<file path="config.mk">
export PLATFORM = sky130hd
export DESIGN_NAME = cipu_top
export DESIGN_NICKNAME = d
export VERILOG_FILES = /design/src/design/cipu_edge.sv /design/src/design/cipu_top.sv
export SDC_FILE = /design/constraint.sdc
export NUM_CORES = 1
export LEC_CHECK = 0
export BUFFER_PORTS_ARGS = -buffer_cell sky130_fd_sc_hd__buf_2
export CELL_PAD_IN_SITES_DETAIL_PLACEMENT = 0
export CELL_PAD_IN_SITES_GLOBAL_PLACEMENT = 1
export CORE_AREA = 8 8 108 110
export DETAILED_ROUTE_END_ITERATION = 10
export DIE_AREA = 0 0 116 118
export PLACE_DENSITY = 0.9
export SLEW_MARGIN = 20
export SYNTH_ARGS = -nofsm -noshare
export SYNTH_HDL_FRONTEND = slang
export SYNTH_SLANG_ARGS = --single-unit
export TNS_END_PERCENT = 100
</file>
<file path="constraint.sdc">
create_clock -name CLK_I -period 18.2 [get_ports CLK_I]
set_input_delay 2.73 -clock CLK_I [delete_from_list [all_inputs] [get_ports CLK_I]]
set_output_delay 2.73 -clock CLK_I [all_outputs]
set_load 0.03 [all_outputs]
</file>
<file path="src/design/cipu_edge.sv">
// package of shared constants and the external request edge detector
// assumes one system clock; request pins are asynchronous to it
package cipu_pkg;
  localparam int unsigned ENTRY_CLKS = 10;
  localparam int unsigned RETI_CLKS = 7;
  localparam int unsigned INSTR_MAX_CLKS = 19;
  localparam int unsigned LATENCY_MAX_CLKS = 30;
  localparam int unsigned PRI_W = 2;
  localparam int unsigned STACK_W = 8;
  localparam int unsigned OP_W = 4;
  localparam logic [STACK_W-1:0] IP_RESET = 8'h00;
  localparam logic [STACK_W-1:0] VB_RESET = 8'h00;
  localparam logic [1:0] EDGE_OFF = 2'h0;
  localparam logic [1:0] EDGE_RISE = 2'h1;
  localparam logic [1:0] EDGE_FALL = 2'h2;
  localparam logic [1:0] EDGE_BOTH = 2'h3;
  localparam logic [OP_W-1:0] OP_OTHER = 4'h0;
  localparam logic [OP_W-1:0] OP_LD_SP_PAIR = 4'h1;
  localparam logic [OP_W-1:0] OP_LD_SP_IDX1 = 4'h2;
  localparam logic [OP_W-1:0] OP_LD_SP_IDX2 = 4'h3;
  localparam logic [OP_W-1:0] OP_PRI_PUSH = 4'h4;
  localparam logic [OP_W-1:0] OP_PRI_RESTORE = 4'h5;
  localparam logic [OP_W-1:0] OP_PRI_POP = 4'h6;
  localparam logic [OP_W-1:0] OP_RETI = 4'h7;
  localparam logic [OP_W-1:0] OP_RD_PAGE = 4'h8;
  localparam logic [OP_W-1:0] OP_WR_PAGE = 4'h9;
  localparam logic [OP_W-1:0] OP_BIT_MEM = 4'hA;
  localparam logic [OP_W-1:0] OP_SET_MEM = 4'hB;
  localparam logic [OP_W-1:0] OP_RST = 4'hC;
  localparam logic [OP_W-1:0] OP_WR_IVB = 4'hD;
  localparam logic [OP_W-1:0] OP_WR_EVB = 4'hE;
  localparam logic [7:0] EXT0_VEC_LO = 8'h00;
  localparam logic [7:0] EXT1_VEC_LO = 8'h10;
  localparam logic [7:0] INT_VEC_BASE = 8'h00;
  localparam logic [7:0] INT_VEC_STEP = 8'h10;

  function automatic logic cipu_is_priv(input logic [OP_W-1:0] op);
    case (op)
      OP_LD_SP_PAIR, OP_LD_SP_IDX1, OP_LD_SP_IDX2, OP_PRI_PUSH, OP_PRI_RESTORE,
      OP_PRI_POP, OP_RETI, OP_RD_PAGE, OP_WR_PAGE, OP_BIT_MEM: cipu_is_priv = 1'b1;
      default: cipu_is_priv = 1'b0;
    endcase
  endfunction
endpackage

module cipu_edge (
  input wire logic clk_i,
  input wire logic rstn_i,
  input wire logic ce_i,
  input wire logic pin_i,
  input wire logic [1:0] edge_sel_i,
  output logic level_o,
  output logic edge_o
);
  import cipu_pkg::*;
  typedef struct packed {
    logic s1;
    logic s2;
    logic s3;
  } cipu_edge_t;
  cipu_edge_t r_r, r_nxt;

  // s1 feeds only s2; s3 is the delayed copy for edge compare
  always_comb begin
    r_nxt = r_r;
    r_nxt.s1 = pin_i;
    r_nxt.s2 = r_r.s1;
    r_nxt.s3 = r_r.s2;
  end

  always_ff @(posedge clk_i) begin
    if (!rstn_i) begin
      r_r <= '0;
    end else if (ce_i) begin
      r_r <= r_nxt;
    end
  end

  assign level_o = r_r.s2;
  // a steady level never fires, only the chosen transition
  assign edge_o = (edge_sel_i[0] & r_r.s2 & ~r_r.s3) | (edge_sel_i[1] & ~r_r.s2 & r_r.s3);
endmodule // cipu_edge

</file>
<file path="src/design/cipu_top.sv">
// processor-side interrupt acceptance: priority stack, deferral, vectoring
// assumes the core reports each completed instruction with its class and operand
// Behaviour
// - exactly two external request inputs
// - external requests raised by edges, never levels; internal requests are levels
// - edge select rising, falling or both
// - request pin level always readable
// - one transition gives exactly one interrupt
// - accept at instruction end, deferred after privileged
// - stack pointer loads are privileged
// - push shifts stack left, loads operand
// - restore rotates stack right two bits
// - return and pop load stack from memory
// - page access and memory bit test privileged
// - memory bit set keeps flags
// - four entries, deeper pushes lose oldest
// - routine starts within 30 clocks
// - return from interrupt takes 7 clocks
// - 8-bit stack, low two bits current
// - accept shifts left, loads accepted priority
// - accept only strictly higher priority; restarts unmasked
// - vector high from base, low fixed per source; restart low from operand
module cipu_top #(
  parameter int unsigned NINT = 4
) (
  input wire logic CLK_I,
  input wire logic RSTN_I,
  input wire logic CE_I,
  input wire logic [1:0] EXT_IRQ_I,
  input wire logic [3:0] EDGE_SEL_I,
  input wire logic [3:0] EXT_PRI_I,
  input wire logic [NINT-1:0] INT_REQ_I,
  input wire logic [2*NINT-1:0] INT_PRI_I,
  input wire logic INSTR_DONE_I,
  input wire logic [cipu_pkg::OP_W-1:0] INSTR_OP_I,
  input wire logic [7:0] INSTR_ARG_I,
  input wire logic [7:0] MEM_DATA_I,
  output logic [cipu_pkg::STACK_W-1:0] PRIORITY_STACK_O,
  output logic [7:0] IVB_O,
  output logic [7:0] EVB_O,
  output logic [1:0] EXT_LEVEL_O,
  output logic [1:0] EXT_PEND_O,
  output logic [NINT-1:0] INT_ACK_O,
  output logic ENTRY_BUSY_O,
  output logic ISR_START_O,
  output logic [15:0] VEC_ADDR_O,
  output logic RETI_BUSY_O,
  output logic RETI_DONE_O,
  output logic DEFER_O,
  output logic FLAGS_KEEP_O
);
  import cipu_pkg::*;

  // refused while elaborating: index and vector arithmetic only serve 1..15 sources
  if (NINT < 1 || NINT > 15) begin : g_nint_bad
    $error("NINT out of range");
  end

  typedef enum logic [2:0] {
    ST_IDLE = 3'b001,
    ST_ENTRY = 3'b010,
    ST_RETI = 3'b100
  } cipu_state_t;

  typedef struct packed {
    cipu_state_t st;
    logic [STACK_W-1:0] ip;
    logic [7:0] ivb;
    logic [7:0] evb;
    logic [1:0] pend;
    logic [1:0] lvl;
    logic [3:0] cnt;
    logic [15:0] vec;
    logic [NINT-1:0] ack;
    logic isr_start;
    logic reti_done;
    logic defer;
    logic flags_keep;
  } cipu_regs_t;

  localparam logic [3:0] ENTRY_LOAD = 4'(ENTRY_CLKS - 1);
  localparam logic [3:0] RETI_LOAD = 4'(RETI_CLKS - 1);
  localparam logic [3:0] ENTRY_SEEN_LAST = 4'(ENTRY_CLKS - 1);

  cipu_regs_t r_r, r_nxt;
  logic [1:0] lvl_w, edge_w;
  logic [1:0] ext_clr;
  logic accept_w, rst_w, done_w;
  logic [PRI_W-1:0] best_pri;
  logic [7:0] best_lo;
  logic best_ext;
  int best_idx;

  genvar gi;
  generate
    for (gi = 0; gi < 2; gi++) begin : g_ext
      cipu_edge u_edge (
        .clk_i(CLK_I),
        .rstn_i(RSTN_I),
        .ce_i(CE_I),
        .pin_i(EXT_IRQ_I[gi]),
        .edge_sel_i(EDGE_SEL_I[2*gi +: 2]),
        .level_o(lvl_w[gi]),
        .edge_o(edge_w[gi])
      );
    end
  endgenerate

  // pick the highest requester strictly above the current priority; ties go to lower index
  always_comb begin
    best_pri = r_r.ip[PRI_W-1:0];
    best_lo = EXT0_VEC_LO;
    best_ext = 1'b1;
    best_idx = -1;
    if (r_r.pend[0] && EXT_PRI_I[1:0] > best_pri) begin
      best_pri = EXT_PRI_I[1:0];
      best_idx = 0;
    end
    if (r_r.pend[1] && EXT_PRI_I[3:2] > best_pri) begin
      best_pri = EXT_PRI_I[3:2];
      best_lo = EXT1_VEC_LO;
      best_idx = 1;
    end
    for (int i = 0; i < NINT; i++) begin
      if (INT_REQ_I[i] && INT_PRI_I[2*i +: 2] > best_pri) begin
        best_pri = INT_PRI_I[2*i +: 2];
        best_lo = INT_VEC_BASE + 8'(i) * INT_VEC_STEP;
        best_ext = 1'b0;
        best_idx = i + 2;
      end
    end
  end

  assign done_w = INSTR_DONE_I && (r_r.st == ST_IDLE);
  assign rst_w = done_w && (INSTR_OP_I == OP_RST);
  // privileged completions never open the acceptance window
  assign accept_w = done_w && !cipu_is_priv(INSTR_OP_I) && !rst_w && (best_idx >= 0);

  always_comb begin
    r_nxt = r_r;
    r_nxt.isr_start = 1'b0;
    r_nxt.reti_done = 1'b0;
    r_nxt.ack = '0;
    r_nxt.lvl = lvl_w;
    ext_clr = 2'b00;
    if (INSTR_DONE_I) begin
      r_nxt.defer = cipu_is_priv(INSTR_OP_I);
      r_nxt.flags_keep = (INSTR_OP_I == OP_SET_MEM);
    end
    case (r_r.st)
      ST_IDLE: begin
        if (accept_w) begin
          r_nxt.ip = {r_r.ip[STACK_W-PRI_W-1:0], best_pri};
          r_nxt.vec = {best_ext ? r_r.evb : r_r.ivb, best_lo};
          if (best_idx < 2) begin
            ext_clr[best_idx[0]] = 1'b1;
          end else begin
            r_nxt.ack[best_idx-2] = 1'b1;
          end
          r_nxt.cnt = ENTRY_LOAD;
          r_nxt.st = ST_ENTRY;
        end else if (rst_w) begin
          // restarts ignore the processor priority and leave the stack alone
          r_nxt.vec = {r_r.ivb, INSTR_ARG_I};
          r_nxt.cnt = ENTRY_LOAD;
          r_nxt.st = ST_ENTRY;
        end else if (done_w) begin
          case (INSTR_OP_I)
            OP_PRI_PUSH: r_nxt.ip = {r_r.ip[STACK_W-PRI_W-1:0], INSTR_ARG_I[PRI_W-1:0]};
            OP_PRI_RESTORE: r_nxt.ip = {r_r.ip[PRI_W-1:0], r_r.ip[STACK_W-1:PRI_W]};
            OP_PRI_POP: r_nxt.ip = MEM_DATA_I;
            OP_RETI: begin
              r_nxt.ip = MEM_DATA_I;
              r_nxt.cnt = RETI_LOAD;
              r_nxt.st = ST_RETI;
            end
            OP_WR_IVB: r_nxt.ivb = INSTR_ARG_I;
            OP_WR_EVB: r_nxt.evb = INSTR_ARG_I;
            default: r_nxt.ip = r_r.ip;
          endcase
        end
      end
      ST_ENTRY: begin
        // fixed entry length keeps worst-case latency at 19 + 10 + 1 clocks
        if (r_r.cnt == '0) begin
          r_nxt.isr_start = 1'b1;
          r_nxt.st = ST_IDLE;
        end else begin
          r_nxt.cnt = r_r.cnt - 4'd1;
        end
      end
      ST_RETI: begin
        if (r_r.cnt == '0) begin
          r_nxt.reti_done = 1'b1;
          r_nxt.st = ST_IDLE;
        end else begin
          r_nxt.cnt = r_r.cnt - 4'd1;
        end
      end
      default: r_nxt.st = ST_IDLE;
    endcase
    // a new edge beats a clear in the same cycle; a shared line still makes one pending bit
    r_nxt.pend = (r_r.pend & ~ext_clr) | edge_w;
  end

  always_ff @(posedge CLK_I) begin
    if (!RSTN_I) begin
      r_r <= '{st: ST_IDLE, ip: IP_RESET, ivb: VB_RESET, evb: VB_RESET, default: '0};
    end else if (CE_I) begin
      r_r <= r_nxt;
    end
  end

  assign PRIORITY_STACK_O = r_r.ip;
  assign IVB_O = r_r.ivb;
  assign EVB_O = r_r.evb;
  assign EXT_LEVEL_O = r_r.lvl;
  assign EXT_PEND_O = r_r.pend;
  assign INT_ACK_O = r_r.ack;
  assign ENTRY_BUSY_O = (r_r.st == ST_ENTRY);
  assign RETI_BUSY_O = (r_r.st == ST_RETI);
  assign ISR_START_O = r_r.isr_start;
  assign VEC_ADDR_O = r_r.vec;
  assign RETI_DONE_O = r_r.reti_done;
  assign DEFER_O = r_r.defer;
  assign FLAGS_KEEP_O = r_r.flags_keep;

  // check-only helper: enabled clocks already spent in entry, so the length check needs no long repetition
  logic [3:0] entry_seen_r;
  always_ff @(posedge CLK_I) begin
    if (!RSTN_I) begin
      entry_seen_r <= 4'h0;
    end else if (CE_I) begin
      entry_seen_r <= ENTRY_BUSY_O ? entry_seen_r + 4'h1 : 4'h0;
    end
  end
endmodule // cipu_top

</file>
==> results of run 1 <==
-- power groups by stage --
stage	logic [mW]	clock network, mW	registers, mW
3_5_place_dp	0.0737	0	0.148
4_1_cts	0.0740	0.144	0.145
6_report	0.0738	0.140	0.145
3_3_place_gp	0.0712	0	0.148
5_1_grt	0.0819	0.150	0.145
2_1_floorplan	0.0562	0	0.147
-- layer usage --
| layer | up-vias | part of all wire [%] | global-route usage [%] |
|---|---|---|---|
| met4 | 0 | 1.9 | 6.89 |
| met3 | 16 | 5.2 | 3.34 |
| met5 | - | 0 | 0 |
| met2 | 98 | 49 | 27.7 |
| met1 | 1660 | 44 | 19.3 |
| li1 | 1780 | - | - |
-- Yosys cell counts (4+ instances only) --
library cell and n:
a21oi_1 28, mux2i_1 24, ha_1 12, mux2_1 8, nand3_1 18, and2_1 4
inv_1 16, nor3_1 9, a21boi_2 8, dfxtp_1 63, o2111ai_1 5, nand2_1 61
o21ai_0 14, nand2b_1 4, nor2_1 43, buf_4 49, nor2b_1 9, a22oi_1 4
o22ai_1 6, clkbuf_1 10, a21boi_1 5, buf_6 5
-- flip-flops by register name, summed over array words and instances (netlist names), 2 cells and up --
name                  cells
VEC_ADDR_O               16
EVB_O                     8
EXT_PEND_O                2
IVB_O                     8
INT_ACK_O                 4
EXT_LEVEL_O               2
r_r                       7
PRIORITY_STACK_O          8
g_ext.u_edge.level_o      2
g_ext.u_edge.r_nxt        2
-- path summary, 6_finish.rpt --
kind / startpoint / slack [ns] / end
min reg2reg: INT_ACK_O[1]$_SDFFE_PN0P_ / 0.45 / INT_ACK_O[1]$_SDFFE_PN0P_
max: EXT_PRI_I[1] / 6.80 / INT_ACK_O[0]$_SDFFE_PN0P_
max reg2reg: PRIORITY_STACK_O[1]$_SDFFE_PN0P_ / 8.71 / INT_ACK_O[0]$_SDFFE_PN0P_
min: INT_ACK_O[1]$_SDFFE_PN0P_ / 0.45 / INT_ACK_O[1]$_SDFFE_PN0P_
-- critical path: cells and delay by family --
kind | cells | cell delay (ns)
AOI/OAI and AO/OA | 15 | 3.45
buffers and inverters | 2 | 0.29
and+or+nand+nor | 14 | 2.54
adders and majority gates | 8 | 2.31
muxes | 1 | 0.36
-- area by class of cell --
cell class	count	area [µm²]	share of cell area, %
tap	136	170	3.72
timing repair buffer	101	510	11.2
clock buffer	9	124	2.71
inverter	17	63.8	1.40
sequential	63	1260	27.6
clock inverter	7	103	2.24
multi-input combinational	339	2340	51.2
-- stage by stage --
stage	util (%)	setup WS (ns)	power [mW]	area (µm²)
finish	45.7	6.80	0.358	4570
global route	45.7	6.10	0.377	4570
CTS	45.7	6.87	0.363	4570
detailed placement	43.5	6.49	0.221	4350
global placement	43.5	7.08	0.219	4350
floorplan	-	7.79	0.203	4130
-- logic make-up (layout without fill, tap and decap cells) --
kind of cell | Yosys count | after routing | synth area share, %
compound gates | 117 | 117 | 22.5
flops | 63 | 63 | 30.5
buf+inv | 84 | 134 | 13.1
mux | 34 | 34 | 8.82
fa+ha+maj | 16 | 16 | 4.63
xor+xnor | 1 | 1 | 0.212
simple gates | 171 | 171 | 20.2
==> results.yml, run 1 <==
clocking:
  clock-root-buffer: "clkbuf_8"
  worst_setup_hold_path_clk_slew_ns: 0.08
  clockBufferDepth: 2
  clkSinkCount: 63
  insertion_delay_ns: 0.35
  cts_max_level: 3
  post_cts_buffers: 0
  ctsHoldBuffers: 0
  cts_tree: "yes"
  cts_resized: 0
  cts_made_buffers: 9
sta:
  finalSetupViolations: 0
  hold_viol: 0
  tns_ns: 0
  holdWs_ns: 0.447
  min_period_over_period_pct: 62.6
  fin_crit_ns: 11.40
  slew-limit-headroom_pct: 48.7
  fmax_mhz: 87.7
  slew_violations: 0
  rsz0062_at_grt: "false"
  max_slew.worst_pin.slew_ns: 0.769
  fin_skew_ns: 0.0125
placement:
  dp.cells: 656
  hpwl_um: 8510
  routabilityCongestion: 0.901
  portBuffers: 99
final_layout:
  fin_nets: 589
  drive_gt1_share_pct: 27.6
  syn2layout_area_growth_pct: 10.7
  diodes: 0
  fin_cells: 672
  final_cell_mix: "buf_2, dfxtp_1, nand2_1, nor2_1, a21oi_1"
  final_common_cell: "buf_2"
  fill_cells: 1041
routing:
  via_per_inst: 5.29
  drc: 0
  finalWirelength_um: 11100
  routedWlPerCell_um: 16.5
  vias: 3554
  dr.pass1.iters: 4
  drt_iter0_markers: 224
  postRouteAntennaNets: 0
global_route:
  track_usage_pct: 16.4
  grt_max_degree: 36
  grt_pass1_vias: 3659
  antenna_found_initial: 0
  grt_first_pass_wirelength_um: 18000
  overflow: 0
logic_synthesis:
  synth-edff-count: 0
  synth_top_area_share_pct: 30.5
  syn_nets: 544
  ys_async_sr_fraction_pct: 0
  synth_cell_types: 75
  ys_top_cells_by_area: "dfxtp_1, buf_4, mux2i_1"
  synth.largest_area_cell: "dfxtp_1"
  ys_warn_count: 0
  ys.flop_type: "dfxtp_1"
  postSynthCellCount: 486
  synth.avg_cell_area_um2: 8.50
  yosysSeqAreaShare_pct: 30.5
  ys_ff_latch: 63
  syn_area_mm2: 0.00413
die:
  num_rows: 37
  start_util_pct: 41.3
  die_h_um: 118
  dieArea_mm2: 0.0137
  core_area_mm2: 0.0100
  die_w_um: 116
  io_pins: 100
power_and_ir_drop:
  power_density_mw_per_mm2: 78.4
  comb_power_share_pct: 20.6
  pwr-share-seq_pct: 40.4
  p_sw_share_pct: 31.0
  leakage_nw: 2.02
  ir_drop_uv: 48.6
  netSwitchingPower_mw: 0.111
  p_int_mw: 0.247
  power_frac_clock_pct: 39.0
worst_setup_path:
  cp-end-kind: "register"
  cp.required_ns: 18.49
  critPathKind: "primary input to register"
  reg2reg_depth: 40
  cp_common_cell: "ha_1"
  critical_path.slowest_cell: "a41o_1"
  cp.arrival_ns: 11.68
  setup.worst_path.start_class: "primary input"
  cpPeakStageDelay_ns: 0.55
  path_max_fanout: 12
run:
  maxCapViolCount: 0
hold_path:
  hp-class: "register to register"
  min_path_cells: 2
status:
  outcome: "complete, no violations"
(Power assumes the default switching activity.)
==> run 2: changes to the inputs <==
--- a/config.mk
+++ b/config.mk
@@ -8,10 +8,10 @@
 export BUFFER_PORTS_ARGS = -buffer_cell sky130_fd_sc_hd__buf_2
 export CELL_PAD_IN_SITES_DETAIL_PLACEMENT = 0
 export CELL_PAD_IN_SITES_GLOBAL_PLACEMENT = 1
-export CORE_AREA = 8 8 108 110
+export CORE_AREA = 8 8 111 113
 export DETAILED_ROUTE_END_ITERATION = 10
-export DIE_AREA = 0 0 116 118
-export PLACE_DENSITY = 0.9
+export DIE_AREA = 0 0 119 121
+export PLACE_DENSITY = 0.86
 export SLEW_MARGIN = 20
 export SYNTH_ARGS = -nofsm -noshare
 export SYNTH_HDL_FRONTEND = slang
==> constraint.sdc (replaced) <==
create_clock -name CLK_I -period 11.48 [get_ports CLK_I]
set_input_delay 1.722 -clock CLK_I [delete_from_list [all_inputs] [get_ports CLK_I]]
set_output_delay 1.722 -clock CLK_I [all_outputs]
set_load 0.03 [all_outputs]
==> run 2 against run 1 <==
  * Register-to-register slack got worse by 6.8 ns
  * Wire length increased by 2.6%
  * Clock skew up 0.0043 ns
  * Global-route usage fell by 0.97 points
  * Worst hold slack improved by 0.0018 ns
  * Flip-flop and latch count did not move
  * Worst setup slack worse by 5.8 ns
  * Final cell count up 0.45%
  * Via count rose by 0.20%
  * Combinational power is 60% higher
  * Core utilization down 3.0 points
==> results.yml, run 2 (same netlist as run 1, synthesis figures left out) <==
die:
  start_util_pct: 39.0
  die_w_um: 119
  core_area_mm2: 0.0106
  num_rows: 38
  die_h_um: 121
  io_pins: 100
  dieArea_mm2: 0.0144
sta:
  min_period_over_period_pct: 91.3
  tns_ns: 0
  fmax_mhz: 95.4
  finalSetupViolations: 0
  fin_skew_ns: 0.0169
  fin_crit_ns: 10.48
  slew_violations: 0
  max_slew.worst_pin.slew_ns: 0.869
  rsz0062_at_grt: "false"
  holdWs_ns: 0.449
  hold_viol: 0
  slew-limit-headroom_pct: 42.0
global_route:
  grt_pass1_vias: 3586
  track_usage_pct: 15.4
  grt_max_degree: 36
  grtUsageMet1_pct: 18.1
  antenna_found_initial: 0
  grt_first_pass_wirelength_um: 18100
  grt_use_met2_pct: 26.0
  top_usage_layer: "met2"
  use_met3_pct: 4.09
  overflow: 0
placement:
  portBuffers: 99
  routabilityCongestion: 0.860
  hpwl_um: 8590
  postPlaceCellArea_mm2: 0.00435
  dp.cells: 660
power_and_ir_drop:
  power_mw: 0.532
  p_sw_share_pct: 31.3
  pwr-share-seq_pct: 43.2
  p_int_mw: 0.366
  leakage_nw: 1.99
  power_density_mw_per_mm2: 117
  comb_power_share_pct: 22.2
  netSwitchingPower_mw: 0.166
  ir_drop_uv: 93.4
  power_frac_clock_pct: 34.7
status:
  outcome: "complete, no violations"
clocking:
  cts_resized: 0
  cts_made_buffers: 9
  cts_tree: "yes"
  insertion_delay_ns: 0.35
  clkSinkCount: 63
  clock-root-buffer: "clkbuf_8"
  ctsHoldBuffers: 0
  cts_max_level: 3
  post_cts_buffers: 0
  worst_setup_hold_path_clk_slew_ns: 0.08
  clockBufferDepth: 2
final_layout:
  final_cell_mix: "buf_2, dfxtp_1, nand2_1, nor2_1, a21oi_1"
  design_area_mm2: 0.00453
  drive_gt1_share_pct: 27.1
  fin_cells: 675
  syn2layout_area_growth_pct: 9.69
  fin_nets: 589
  final_common_cell: "buf_2"
  diodes: 0
  largest_register_ff_count: 16
routing:
  dr.pass1.iters: 4
  drt_iter0_markers: 163
  routedWlPerCell_um: 16.8
  finalWirelength_um: 11300
  via_per_inst: 5.28
  vias: 3561
  postRouteAntennaNets: 0
  drc: 0
worst_setup_path:
  cp-endpoint: "INT_ACK_O[1]$_SDFFE_PN0P_"
  cpPeakStageDelay_ns: 0.57
  cp.required_ns: 11.76
  reg2reg_depth: 41
  path_max_fanout: 12
  cp.arrival_ns: 10.76
  critPathTopFamily: "compound AO/OA/AOI/OAI gates"
  r2r-start: "PRIORITY_STACK_O[1]$_SDFFE_PN0P_"
  reg2reg_to: "INT_ACK_O[1]$_SDFFE_PN0P_"
  path_buf_inv: 2
  cp-end-kind: "register"
  cp_common_cell: "ha_1"
  r2r_setup_slack_ns: 1.88
  critPathKind: "primary input to register"
  worstSetupStartpoint: "EXT_PRI_I[1]"
  critical_path.slowest_cell: "a41o_1"
  setup.worst_path.start_class: "primary input"
  crit_cells: 41
run:
  maxCapViolCount: 0
hold_path:
  hp-class: "register to register"
-- run 2: cell count changes in the layout (fill, tap and decap cells not counted), sizes merged --
cell / delta
clkbuf: +2
clkinv: +1
bufinv: -1
inv: -3
-- run 2: how the worst min path moves through the flow --
stage | startpoint | to | slack, ns | depth (start not counted)
6_report | VEC_ADDR_O[7]$_SDFFE_PN0P_ | VEC_ADDR_O[7]$_SDFFE_PN0P_ | 0.45 | 2
3_3_place_gp | VEC_ADDR_O[3]$_SDFFE_PN0P_ | VEC_ADDR_O[3]$_SDFFE_PN0P_ | 0.43 | 2
5_1_grt | VEC_ADDR_O[7]$_SDFFE_PN0P_ | VEC_ADDR_O[7]$_SDFFE_PN0P_ | 0.47 | 2
2_1_floorplan | INT_ACK_O[1]$_SDFFE_PN0P_ | INT_ACK_O[1]$_SDFFE_PN0P_ | 0.43 | 2
4_1_cts | VEC_ADDR_O[7]$_SDFFE_PN0P_ | VEC_ADDR_O[7]$_SDFFE_PN0P_ | 0.45 | 2
3_5_place_dp | VEC_ADDR_O[0]$_SDFFE_PN0P_ | VEC_ADDR_O[0]$_SDFFE_PN0P_ | 0.44 | 2
-- run 2: final cells by class --
class	instances	area (µm²)
fill	1078	6070
sequential	63	1260
multi-input combinational	339	2340
tap	140	175
timing repair buffer	101	510
clock inverter	4	47.5
clock buffer	11	131
inverter	17	63.8
-- run 2: tightest hold or removal path, stage by stage (launching register included) --
cell and delay [ns]:
dfxtp_1 0.31, nand2_1 0.05, a21boi_1 0.05
-- run 2: stage by stage --
step	util [%]	setup WS, ns
3_3_place_gp	41.0	1.33
2_1_floorplan	-	2.08
5_1_grt	42.7	0.349
4_1_cts	42.7	1.11
3_5_place_dp	41.0	0.762
6_report	42.7	1.00
-- run 2: power groups by stage --
stage               clock network [mW]  logic (mW)  registers, mW
floorplan                            0      0.0892          0.233
global placement                     0       0.114          0.234
detailed placement                   0       0.117          0.234
CTS                              0.191       0.118          0.229
global route                     0.200       0.129          0.230
finish                           0.184       0.118          0.230
-- run 2: metal layers --
layer | share of wire (%) | up-vias
met4 | 1.9 | 0
met5 | 0 | -
met1 | 45 | 1673
met3 | 5.0 | 17
met2 | 48 | 92
li1 | - | 1779
